`config.mk`:
```
export PLATFORM = sky130hd
export DESIGN_NAME = ifa_align
export DESIGN_NICKNAME = d
export VERILOG_FILES = /design/src/shared/ifa_pkg.sv /design/src/logic/ifa_align.sv
export SDC_FILE = /design/constraint.sdc
export NUM_CORES = 1
export LEC_CHECK = 0
export ABC_AREA = 0
export BUFFER_PORTS_ARGS = -buffer_cell sky130_fd_sc_hd__buf_4
export CAP_MARGIN = 20
export CORE_MARGIN = 2
export CORE_UTILIZATION = 65
export CTS_BUF_LIST = sky130_fd_sc_hd__clkbuf_8
export CTS_CLUSTER_SIZE = 40
export DETAILED_ROUTE_END_ITERATION = 8
export PLACE_DENSITY = 0.83
export SLEW_MARGIN = 15
export SYNTH_ARGS = -nofsm -noshare
export SYNTH_HDL_FRONTEND = slang
export SYNTH_HIERARCHICAL = 1
export SYNTH_SLANG_ARGS = --single-unit
```
`constraint.sdc`:
```
create_clock -name clk -period 4.6 [get_ports clk]
set_input_delay 0.23 -clock clk [delete_from_list [all_inputs] [get_ports clk]]
set_output_delay 0.23 -clock clk [all_outputs]
set_load 0.02 [all_outputs]
```
`src/shared/ifa_pkg.sv`:
```
// constants and carrier types for the input frame offset aligner
// assumes one system clock; serial clock and frame pulse arrive as plain pins
package ifa_pkg;
    localparam int unsigned CLK_PERIOD_NS = 40;
    localparam int unsigned N_STREAMS = 8;
    localparam int unsigned FIFO_DEPTH = 16;
    localparam int unsigned ADDR_W = 4;
    // register word indices on the plain register port
    localparam logic [3:0] ADDR_OFS_LO = 4'h0;
    localparam logic [3:0] ADDR_OFS_HI = 4'h1;
    localparam logic [3:0] ADDR_CTRL = 4'h2;
    localparam logic [3:0] ADDR_STATUS = 4'h3;
    // field layout: 4 bits per stream, offset in [3:1], latch edge in [0]
    localparam int unsigned FIELD_W = 4;
    localparam int unsigned OFS_MSB = 3;
    localparam int unsigned OFS_LSB = 1;
    localparam int unsigned DLE_BIT = 0;
    localparam logic [2:0] OFS_MAX = 3'h4;
    localparam logic [15:0] OFS_RESET = 16'h0000;
    localparam int unsigned CTRL_GCI_BIT = 0;
    localparam int unsigned STAT_HALF_BIT = 8;
    localparam int unsigned BIT_CNT_LAST = 7;

    typedef struct packed {
        logic [2:0] offset;
        logic latch_edge;
    } ifa_field_s;

    typedef struct packed {
        logic [2:0] stream;
        logic [7:0] data;
    } ifa_byte_s;

    typedef struct packed {
        logic [3:0] addr;
        logic [15:0] wdata;
        logic wr;
        logic rd;
    } ifa_bus_s;
endpackage

```
`src/logic/ifa_align.sv`:
```
// input frame offset aligner: per-stream frame start delay, latch edge choice,
// byte assembly and a 16-word fifo toward the switch core.
// assumes ser_clk is far slower than clk (at least 6 clk per ser_clk period)
// How it works
// [RQ1] each stream has a 4-bit field: 3 offset bits above one latch-edge bit
// [RQ2] offset bits set how long after frame pulse bit 0 is stored
// [RQ3] offset reaches up to 4 clock periods; latch edge adds a half
// [RQ4] primary mode, latch edge 0: sample on rising edge at 3/4 cell
// [RQ5] primary mode, latch edge 1: sample on falling edge at 3/4 cell
// [RQ6] gci mode, latch edge 0: sample on falling edge at 3/4 cell
// [RQ7] gci mode, latch edge 1: sample on rising edge at 3/4 cell
// [RQ8] all four bits zero means no shift, the default
// [RQ9] latch edge alone shifts half a period; each offset step adds one
// [RQ10] software copies measured low delay bits and inverts the half bit
// [RQ11] 4.5 periods is offset 100 with latch edge 1; nothing larger
// [RQ12] half-phase bit records clock level when the frame pulse edge came
// [RQ13] software zeroes offset bits of streams in loopback
// [RQ14] new settings take effect at the next frame boundary; here the gci flag takes effect at once
//
// Chosen here: the strobed register port and the address map.
`timescale 1ns/1ns

module ifa_fifo #(
    parameter int unsigned WIDTH = 11,
    parameter int unsigned DEPTH = 16
) (
    input wire logic clk,
    input wire logic nrst,
    input wire logic in_valid,
    output logic in_ready,
    input wire logic [WIDTH-1:0] in_data,
    output logic out_valid,
    input wire logic out_ready,
    output logic [WIDTH-1:0] out_data
);
    localparam int unsigned PW = $clog2(DEPTH);
    logic [WIDTH-1:0] mem_r [DEPTH];
    logic [PW-1:0] wp_r;
    logic [PW-1:0] rp_r;
    logic [PW:0] cnt_r;
    wire push = in_valid && in_ready;
    wire pop = out_valid && out_ready;

    // honest full and empty from the occupancy count
    assign in_ready = (cnt_r != (PW+1)'(DEPTH));
    assign out_valid = (cnt_r != '0);
    assign out_data = mem_r[rp_r];

    // storage has no reset, pointers do
    always_ff @(posedge clk) begin
        if (push) begin
            mem_r[wp_r] <= in_data;
        end
    end

    always_ff @(posedge clk or negedge nrst) begin
        if (!nrst) begin
            wp_r <= '0;
            rp_r <= '0;
            cnt_r <= '0;
        end else begin
            wp_r <= push ? wp_r + 1'b1 : wp_r;
            rp_r <= pop ? rp_r + 1'b1 : rp_r;
            cnt_r <= cnt_r + (PW+1)'(push) - (PW+1)'(pop);
        end
    end
endmodule

module ifa_align (
    input wire logic clk,
    input wire logic nrst,
    input wire logic ser_clk,
    input wire logic frame_pin,
    input wire logic [7:0] rx_pin,
    input wire logic [3:0] reg_addr,
    input wire logic [15:0] reg_wdata,
    input wire logic reg_wr,
    input wire logic reg_rd,
    output logic [15:0] reg_rdata,
    output logic out_valid,
    output ifa_pkg::ifa_byte_s out_data,
    input wire logic out_ready
);

    // two-stage synchronisers for every pin input
    logic sclk_s1_r, sclk_s2_r, sclk_s3_r;
    logic frm_s1_r, frm_s2_r, frm_s3_r;
    logic [7:0] rx_s1_r, rx_s2_r;
    always_ff @(posedge clk or negedge nrst) begin
        if (!nrst) begin
            {sclk_s1_r, sclk_s2_r, sclk_s3_r} <= 3'h0;
            {frm_s1_r, frm_s2_r, frm_s3_r} <= 3'h7;
            rx_s1_r <= 8'h00;
            rx_s2_r <= 8'h00;
        end else begin
            {sclk_s1_r, sclk_s2_r, sclk_s3_r} <= {ser_clk, sclk_s1_r, sclk_s2_r};
            {frm_s1_r, frm_s2_r, frm_s3_r} <= {frame_pin, frm_s1_r, frm_s2_r};
            rx_s1_r <= rx_pin;
            rx_s2_r <= rx_s1_r;
        end
    end

    // registers written by software, plus active settings, status and read data kept by hardware
    logic [15:0] ofs_lo_r, ofs_hi_r;
    logic gci_r;
    logic [31:0] act_r;
    logic half_phase_r;
    logic [7:0] overrun_r;
    logic [15:0] rdata_r;

    // edge detection on synchronised levels only (second stage onward)
    wire sclk_rise = sclk_s2_r && !sclk_s3_r;
    wire sclk_fall = !sclk_s2_r && sclk_s3_r;
    // frame pulse is low-active in primary mode, high-active in gci mode
    wire frame_edge = gci_r ? (frm_s2_r && !frm_s3_r) : (!frm_s2_r && frm_s3_r);
    wire [31:0] ofs_all = {ofs_hi_r, ofs_lo_r};

    // clamp an undefined offset to the largest defined one
    function automatic logic [3:0] clamp_field(input logic [3:0] f);
        ifa_pkg::ifa_field_s fs;
        fs = f;
        if (fs.offset > ifa_pkg::OFS_MAX) begin // see RQ11
            fs.offset = ifa_pkg::OFS_MAX;
        end
        return fs;
    endfunction

    // slice one stream's field out of the packed settings
    function automatic ifa_pkg::ifa_field_s field_of(input logic [31:0] cfg,
                                                      input int unsigned n);
        return cfg[n*ifa_pkg::FIELD_W +: ifa_pkg::FIELD_W]; // see RQ1
    endfunction

    // register decode
    wire wr_lo = reg_wr && (reg_addr == ifa_pkg::ADDR_OFS_LO);
    wire wr_hi = reg_wr && (reg_addr == ifa_pkg::ADDR_OFS_HI);
    wire wr_ctrl = reg_wr && (reg_addr == ifa_pkg::ADDR_CTRL);
    wire wr_stat = reg_wr && (reg_addr == ifa_pkg::ADDR_STATUS);
    logic [7:0] ovr_set;
    wire [7:0] overrun_nxt = ovr_set | (overrun_r & ~(wr_stat ? reg_wdata[7:0] : 8'h00));
    wire [15:0] status_word = {7'h00, half_phase_r, overrun_r};
    wire [15:0] rdata_nxt =
        !reg_rd ? 16'h0000 :
        (reg_addr == ifa_pkg::ADDR_OFS_LO) ? ofs_lo_r :
        (reg_addr == ifa_pkg::ADDR_OFS_HI) ? ofs_hi_r :
        (reg_addr == ifa_pkg::ADDR_CTRL) ? {15'h0000, gci_r} :
        (reg_addr == ifa_pkg::ADDR_STATUS) ? status_word : 16'h0000;

    // offset and latch edge settings only reach the receivers at a frame boundary; the gci flag acts at once
    logic [31:0] act_nxt;
    always_comb begin
        act_nxt = act_r;
        if (frame_edge) begin
            for (int i = 0; i < ifa_pkg::N_STREAMS; i++) begin
                act_nxt[i*ifa_pkg::FIELD_W +: ifa_pkg::FIELD_W] =
                    clamp_field(ofs_all[i*ifa_pkg::FIELD_W +: ifa_pkg::FIELD_W]); // see RQ14
            end
        end
    end

    always_ff @(posedge clk or negedge nrst) begin
        if (!nrst) begin
            ofs_lo_r <= ifa_pkg::OFS_RESET; // see RQ8
            ofs_hi_r <= ifa_pkg::OFS_RESET;
            gci_r <= 1'b0;
            act_r <= 32'h0000_0000;
            half_phase_r <= 1'b0;
            overrun_r <= 8'h00;
            rdata_r <= 16'h0000;
        end else begin
            ofs_lo_r <= wr_lo ? reg_wdata : ofs_lo_r;
            ofs_hi_r <= wr_hi ? reg_wdata : ofs_hi_r;
            gci_r <= wr_ctrl ? reg_wdata[ifa_pkg::CTRL_GCI_BIT] : gci_r;
            act_r <= act_nxt;
            // clock level at the frame edge, half-period resolution
            half_phase_r <= frame_edge ? sclk_s2_r : half_phase_r; // see RQ12
            overrun_r <= overrun_nxt; // set wins over write-one-to-clear
            rdata_r <= rdata_nxt;
        end
    end
    assign reg_rdata = rdata_r;

    // per-stream receivers
    logic [7:0] hold_pend;
    logic [7:0] grant;
    ifa_pkg::ifa_byte_s hold_data [8];
    logic fifo_in_ready;

    for (genvar g = 0; g < ifa_pkg::N_STREAMS; g++) begin : g_rx
        ifa_pkg::ifa_field_s fld;
        logic [2:0] wait_r;
        logic phase_r, run_r, pend_r;
        logic [2:0] bit_r;
        logic [7:0] shift_r, hold_r;
        assign fld = field_of(act_r, g);
        // clamped field from the live registers, loaded at the frame edge
        ifa_pkg::ifa_field_s ld_fld;
        assign ld_fld = clamp_field(ofs_all[g*ifa_pkg::FIELD_W +: ifa_pkg::FIELD_W]);
        // rising edge chosen when latch edge equals the gci flag
        wire use_rise = (fld.latch_edge == gci_r); // see RQ4 RQ5 RQ6 RQ7
        wire sel_edge = use_rise ? sclk_rise : sclk_fall;
        // whole periods first, then every second chosen edge is the 3/4 point
        wire skip = run_r && sel_edge && (wait_r != 3'h0); // see RQ2 RQ3 RQ9
        wire sample = run_r && sel_edge && (wait_r == 3'h0) && phase_r;
        wire byte_done = sample && (bit_r == 3'(ifa_pkg::BIT_CNT_LAST));
        assign hold_pend[g] = pend_r;
        assign hold_data[g] = '{stream: 3'(g), data: hold_r};
        assign ovr_set[g] = byte_done && pend_r && !grant[g];

        always_ff @(posedge clk or negedge nrst) begin
            if (!nrst) begin
                wait_r <= 3'h0;
                phase_r <= 1'b0;
                run_r <= 1'b0;
                bit_r <= 3'h0;
                shift_r <= 8'h00;
            end else if (frame_edge) begin
                wait_r <= ld_fld.offset; // see RQ3
                phase_r <= 1'b0;
                run_r <= 1'b1;
                bit_r <= 3'h0;
            end else begin
                wait_r <= skip ? wait_r - 3'h1 : wait_r;
                phase_r <= (run_r && sel_edge && wait_r == 3'h0) ? !phase_r : phase_r;
                bit_r <= sample ? bit_r + 3'h1 : bit_r;
                shift_r <= sample ? {shift_r[6:0], rx_s2_r[g]} : shift_r;
            end
        end

        // finished byte waits here until the fifo takes it
        always_ff @(posedge clk or negedge nrst) begin
            if (!nrst) begin
                pend_r <= 1'b0;
                hold_r <= 8'h00;
            end else begin
                pend_r <= byte_done || (pend_r && !grant[g]);
                hold_r <= byte_done ? {shift_r[6:0], rx_s2_r[g]} : hold_r;
            end
        end

        // chosen edges since the frame edge; check aid only, kept apart from wait_r
        logic [3:0] edge_cnt_r;
        logic first_r;
        always_ff @(posedge clk or negedge nrst) begin
            if (!nrst) begin
                edge_cnt_r <= 4'h0;
                first_r <= 1'b0;
            end else if (frame_edge) begin
                edge_cnt_r <= 4'h0;
                first_r <= 1'b1;
            end else begin
                edge_cnt_r <= (sel_edge && edge_cnt_r != 4'hf) ? edge_cnt_r + 4'h1 : edge_cnt_r;
                first_r <= first_r && !sample;
            end
        end

    end

    // fixed priority pick of one pending byte per cycle toward the fifo
    assign grant = fifo_in_ready ? (hold_pend & (~hold_pend + 8'h01)) : 8'h00;
    logic [2:0] gidx;
    always_comb begin
        gidx = 3'h0;
        for (int i = ifa_pkg::N_STREAMS - 1; i >= 0; i--) begin
            if (hold_pend[i]) begin
                gidx = 3'(i);
            end
        end
    end

    wire fifo_out_valid;
    ifa_pkg::ifa_byte_s fifo_out_data;
    logic ov_r;
    ifa_pkg::ifa_byte_s od_r;
    // output stage keeps ports on flops; fifo drains only when it is free
    wire stage_take = !ov_r || out_ready;

    ifa_fifo #(.WIDTH($bits(ifa_pkg::ifa_byte_s)), .DEPTH(ifa_pkg::FIFO_DEPTH)) u_fifo (
        .clk(clk),
        .nrst(nrst),
        .in_valid(|hold_pend),
        .in_ready(fifo_in_ready),
        .in_data(hold_data[gidx]),
        .out_valid(fifo_out_valid),
        .out_ready(stage_take),
        .out_data(fifo_out_data)
    );

    always_ff @(posedge clk or negedge nrst) begin
        if (!nrst) begin
            ov_r <= 1'b0;
            od_r <= '0;
        end else if (stage_take) begin
            ov_r <= fifo_out_valid;
            od_r <= fifo_out_valid ? fifo_out_data : od_r;
        end
    end
    assign out_valid = ov_r;
    assign out_data = od_r;
endmodule

```
# After elaboration in Yosys (flattened, before gate mapping)
# Memory sizes are Yosys's and may differ from the RTL's. A register that Yosys moved wholly into a read port is not among the register bits.
# Index checks and enable logic that the tools add are counted.
# word_totals
register_bits	308
latchBits	0
ram_bits	176
mem_bits_ro	0
out_inout_bits	28
memories	1
# op_classes
add_sub_neg	21
multipliers	0
div	0
order_cmp	9
eq_ne	20
shift	0
muxes	85
n_bitwise	7
reduce_logical	157
# mem_list
memory	depth	word_bits	read_ports	rd_ports_with_merged_regs	write_ports	line_no	source
u_fifo.mem_r	16	11	1	1	1	ifa_align.sv:37	logic [WIDTH-1:0] mem_r [DEPTH];
# ops
operator	count
two-way mux 3 bit	48
logical AND 1 bit	74
two-way mux 16 bit	3
nonzero test 2 bit	24
binary-select mux 11 bit (select 3 bit)	1
two-way mux 1 bit	27
adder 3 x 1 -> 3 bit, second input constant	8
equality test 3 bit, second input constant	8
> comparator 3 bit, second input constant	8
zero test 3 bit	8
nonzero test 3 bit	8
subtractor 3 x 1 -> 3 bit, second input constant	8
zero test 1 bit	22
two-way mux 11 bit	2
two-way mux 9 bit	2
AND reduction 2 bit	9
AND 8 bit	2
two-way mux 8 bit	2
NOT 8 bit	2
logical OR 1 bit	9
adder 4 x 1 -> 4 bit, second input constant	2
adder 8 x 1 -> 8 bit, second input constant	1
equality test 1 bit	8
equality test 4 x 2 -> 1 bit, second input constant	2
11 further kinds	11

# Depth between registers and ports, before layout
# logic_depth
ltp_word	12
ltp_mapped	15
mapped_depth_nobuf	14

# Hierarchy
# The synthesis kept the hierarchy.
# modules_own_cells
module	n_inst	cells_each	area_per_inst_um2	seq_area_each_um2
ifa_align	1	984	12809.8	7135.6
ifa_fifo	1	406	7552.2	5610.4

# Worst setup path after synthesis
# No wires, ideal clock.
# synth_path
path_type	reg2reg
start	register g_rx[2].pend_r
end	memory u_fifo.mem_r[0][7], data pin
t_arrival_ns	2.543
t_required_ns	4.223
slack_ns	1.680
path_stages_with_launch	7
n_path_buf	1
synth_period_minus_slack_ns	2.920
cell_sequence	dfrtp_1 nor3_1 o21ai_0 nand2_1 clkbuf_1 a211oi_1 nor4_1
# synth_via
elab_chain_len	7
# synth_rtl
item	line_no	source
start: declaration	ifa_align.sv:192	logic phase_r, run_r, pend_r;
start signal: assignment	ifa_align.sv:236	pend_r <= byte_done || (pend_r && !grant[g]);
two-way mux 3 bit (3 in a row)	ifa_align.sv:265	if (hold_pend[i]) begin
named net gidx[0]	ifa_align.sv:261	logic [2:0] gidx;
NOT 3 -> 4 bit (not written as such)	ifa_align.sv:283	.in_data(hold_data[gidx]),
binary-select mux 11 bit (select 3 bit)	ifa_align.sv:283	
two-way mux 11 bit (not written as such) (2 in a row)	ifa_align.sv:283	
end: declaration	ifa_align.sv:37	
# The timed path passes the listed nets, and every way through them passes these cells. The select of a mux whose other input is x is not followed.

# Final worst setup path
# layout_path
start	register u_fifo.cnt_r[3]
end	memory u_fifo.mem_r[3][5], enable pin
# layout_via
elab_chain_len	4
# layout_rtl
item	line_no	source
start: declaration	ifa_align.sv:40	logic [PW:0] cnt_r;
start signal: assignment	ifa_align.sv:64	cnt_r <= cnt_r + (PW+1)'(push) - (PW+1)'(pop);
!= test 5 bit	ifa_align.sv:45	assign in_ready = (cnt_r != (PW+1)'(DEPTH));
named net fifo_in_ready	ifa_align.sv:187	logic fifo_in_ready;
logical AND 1 bit	ifa_align.sv:41	wire push = in_valid && in_ready;
two-way mux 1 bit	ifa_align.sv:51	if (push) begin
two-way mux 1 bit (not written as such)	ifa_align.sv:52	mem_r[wp_r] <= in_data;
# The timed path passes the listed nets, and every way through them passes these cells.

==> results.py <==
metrics = {
    "outcome": {
        "status": "finished clean",
    },
    "timing": {
        "slew_viol_final": 0,
        "clock_skew_ns": 0.0445,
        "finalSetupTns_ns": 0,
        "finalHoldViolations": 0,
        "fin_ws_ns": 1.51,
        "worst_pin_slew_ns": 1.19,
        "fin_crit_sh": 0.672,
        "max_freq_mhz": 324,
        "setup_viol": 0,
        "slew-limit-headroom": 0.201,
        "period_minus_slack_ns": 3.09,
        "rsz0062_at_grt": "no",
    },
    "drt": {
        "num_vias": 12050,
        "wl_per_cell_um": 22.2,
        "routed_wl_um": 43800,
        "drtPass1Iterations": 5,
        "drc": 0,
        "via_per_inst": 6.11,
        "drt-initial-drc-count": 935,
        "drtAntennaViolNets": 0,
    },
    "floorplanning": {
        "die_w_um": 181,
        "dieArea_um2": 32800,
        "initial_utilization": 0.662,
        "die_h_um": 181,
        "row_count": 64,
        "core_area_um2": 30700,
        "pin_count": 63,
    },
    "synth": {
        "async_flop_share": 0.629,
        "syn-cell-area_um2": 20400,
        "synth_edf_count": 176,
        "synth_top_family_by_area": "multiplexers",
        "netlist_top_cells_area": "dfrtp_1 36%, edfxtp_1 26%, mux2_4 5.6%",
        "yosysSeqAreaShare": 0.626,
        "synth_ff_type": "dfrtp_1",
        "synth-adder-area-share": 0.0274,
        "synthMuxAreaShare": 0.180,
        "synth_top_area_share": 0.363,
        "synth.avg_cell_area_um2": 14.6,
        "yosys_warnings": 6,
        "synth_xor_area_frac": 0.0181,
        "ys_ff_latch": 474,
        "synth_cells": 1390,
        "synth_compound_area_frac": 0.0469,
        "yosys.area_share.simple": 0.0767,
        "synth_top_area_cell": "dfrtp_1",
        "synth.distinct_cells": 56,
        "synth_nets": 1469,
    },
    "global_routing": {
        "grt_pass1_wl_um": 69700,
        "grt_overflow_total": 0,
        "antenna_found_initial": 0,
        "grt_pass1_vias": 12616,
        "grt_max_degree": 118,
        "grt_util_all_layers": 0.276,
    },
    "worst_setup_path": {
        "reg2regPathDepth": 7,
        "cp_slowest_stage_delay_ns": 0.94,
        "critPathMaxFanout": 9,
        "end_kind": "flip-flop",
        "cp.required_ns": 4.91,
        "crit_path_end": "u_fifo/mem_r[3][5]",
        "r2r-start": "u_fifo/cnt_r[3]",
        "crit_type": "reg -> reg",
        "cp_top_family": "simple AND/OR/NAND/NOR gates",
        "ff2ff_setup_slack_ns": 1.51,
        "startpoint_type": "flip-flop",
        "cp-startpoint": "u_fifo/cnt_r[3]",
        "path_buf_inv": 2,
        "crit_chain": "inv_1 -> ha_1 -> nand4bb_1 -> and2_1 -> nand2_1 -> nor3_1 -> buf_4",
        "rr_endpoint": "u_fifo/mem_r[3][5]",
        "cp.depth": 7,
        "arrival_ns": 3.40,
        "crit_path_top_delay_cell": "nor3_1",
    },
    "power_and_ir_drop": {
        "peakVddDrop_uv": 352,
        "leakagePower_nw": 10.6,
        "p_per_area_nw_per_um2": 482,
    },
    "cts": {
        "clkTransAtPathRegs_ns": 0.07,
        "cts.sinks": 474,
        "htree_levels": 3,
        "cts_buffers": 75,
        "cts-root-buf": "clkbuf_8",
        "clk_latency_ns": 0.61,
        "cts_tree": "yes",
        "cts_max_path_buffers": 3,
    },
    "placement": {
        "dp_slack_ns": 1.30,
        "portBuffers": 62,
        "place.gp.congestion": 0.877,
        "hpwl_um": 28400,
    },
    "finish": {
        "syn_to_final_growth_pct": 14.0,
        "drive_gt1_frac": 0.277,
        "final_net_count": 1596,
        "diodes": 0,
    },
    "hold_path": {
        "min_path_type": "in -> reg",
    },
    "flow_run": {
        "drv_cap": 0,
    },
}
[sequential cells by signal, indices dropped and copies added, names as in the netlist, 5 cells and up]
| register | count |
|---|---|
| act_r | 8 |
| g_rx.bit_r | 24 |
| g_rx.hold_r | 64 |
| g_rx.pend_r | 8 |
| g_rx.phase_r | 8 |
| g_rx.shift_r | 56 |
| g_rx.wait_r | 24 |
| ofs_hi_r | 16 |
| ofs_lo_r | 16 |
| out_data | 11 |
| overrun_r | 8 |
| reg_rdata | 16 |
| rx_s1_r | 8 |
| rx_s2_r | 8 |
| u_fifo/cnt_r | 5 |
| u_fifo/mem_r | 176 |
[worst reg2reg max path: cells and delay by family, from the launching register on]
family	cells	cell delay [ns]
buf+inv	2	0.42
fa+ha+maj	1	0.20
flops	1	0.37
simple gates	4	1.83
[how the worst min path moves through the flow]
| stage | from | endpoint | slack [ns] | depth (start not counted) |
|---|---|---|---|---|
| after floorplan | nrst | act_r[0] | -0.07 | 0 |
| after global placement | rx_s1_r[2] | rx_s2_r[2] | 0.33 | 0 |
| after detailed placement | rx_s1_r[6] | rx_s2_r[6] | 0.33 | 0 |
| after CTS | reg_addr[1] | reg_rdata[2] | 0.009 | 4 |
| after global routing | reg_addr[1] | reg_rdata[1] | 0.04 | 4 |
| final | reg_addr[1] | reg_rdata[2] | 0.05 | 4 |
[per-stage QoR]
stage	hold slack, ns	std cells	util	power, mW	area [µm²]
global placement	0.334	1804	0.692	7.39	21300
CTS	0.00882	1968	0.753	11.2	23200
floorplan	-0.0656	1390	-	6.91	20400
detailed placement	0.335	1805	0.692	7.52	21300
finish	0.0480	1971	0.755	11.2	23200
global route	0.0378	1971	0.755	11.7	23200
[cell type report]
type                            instances  area (µm²)
Inverter                               35         131
Tap cell                              396         495
Fill cell                            1743        7530
Multi-Input combinational cell        806        7210
Clock inverter                         45         357
Clock buffer                           90        1240
Timing Repair Buffer                  125        1040
Sequential cell                       474       12700
[Yosys cell counts, types with 5 or more instances]
library cell and instances:
xor2_1 17, nand3b_1 25, inv_1 35, dfrtp_1 295
nor3_1 6, a211oi_1 33, mux2_1 7, a221oi_1 22
edfxtp_1 176, clkbuf_1 36, ha_1 43, mux2i_2 5
mux2_2 99, buf_1 10, nand4_2 5, buf_2 10
a21oi_1 6, nand2b_1 8, nor4_1 8, o21ai_0 43
o2bb2ai_1 7, nand2_1 78, mux2_4 76, o221ai_1 8
buf_4 12, mux4_2 22, and3_1 32, nand3_1 22
mux2i_1 74, buf_6 5, nor2_1 70, xnor2_1 25
nor2b_1 11, a22oi_1 11, or2_1 14
[report_power, final]
group | leakage, nW | switching, mW | total, mW | internal (mW)
logic | 4.12 | 1.13 | 2.23 | 1.10
registers | 5.59 | 0.449 | 5.24 | 4.79
clock network | 0.896 | 1.68 | 3.72 | 2.04
total | 10.6 | 3.25 | 11.2 | 7.93
[cells by family after synthesis]
family / after synthesis
fa+ha+maj: 44
compound gates: 138
buf+inv: 110
simple gates: 298
flops: 474
xor+xnor: 42
mux: 284
[metal layers]
layer / GRT usage / wire length [µm]
met2: 0.458 / 21600
met1: 0.360 / 17600
met4: 0.106 / 1420
met3: 0.0603 / 3130
met5: 0 / 0
[what timing repair did]
item | CTS | global route
hold buffers | 28 | 0
gates resized for setup | 0 | 0
setup buffers | 0 | 0
endpoints found under the setup margin | 0 | 0
endpoints found under the hold margin | 166 | 0
[layout by cell type (no fill, tap or decap), types with 42 or more instances in the layout]
cell,synthesis,final
mux2_4,76,76
edfxtp_1,176,176
mux2_2,99,99
buf_4,12,91
clkbuf_8,0,90
mux2i_1,74,74
nand2_1,78,78
inv_1,35,54
nor2_1,70,70
o21ai_0,43,42
dfrtp_1,295,294
ha_1,43,43
(Power assumes the default switching activity.)
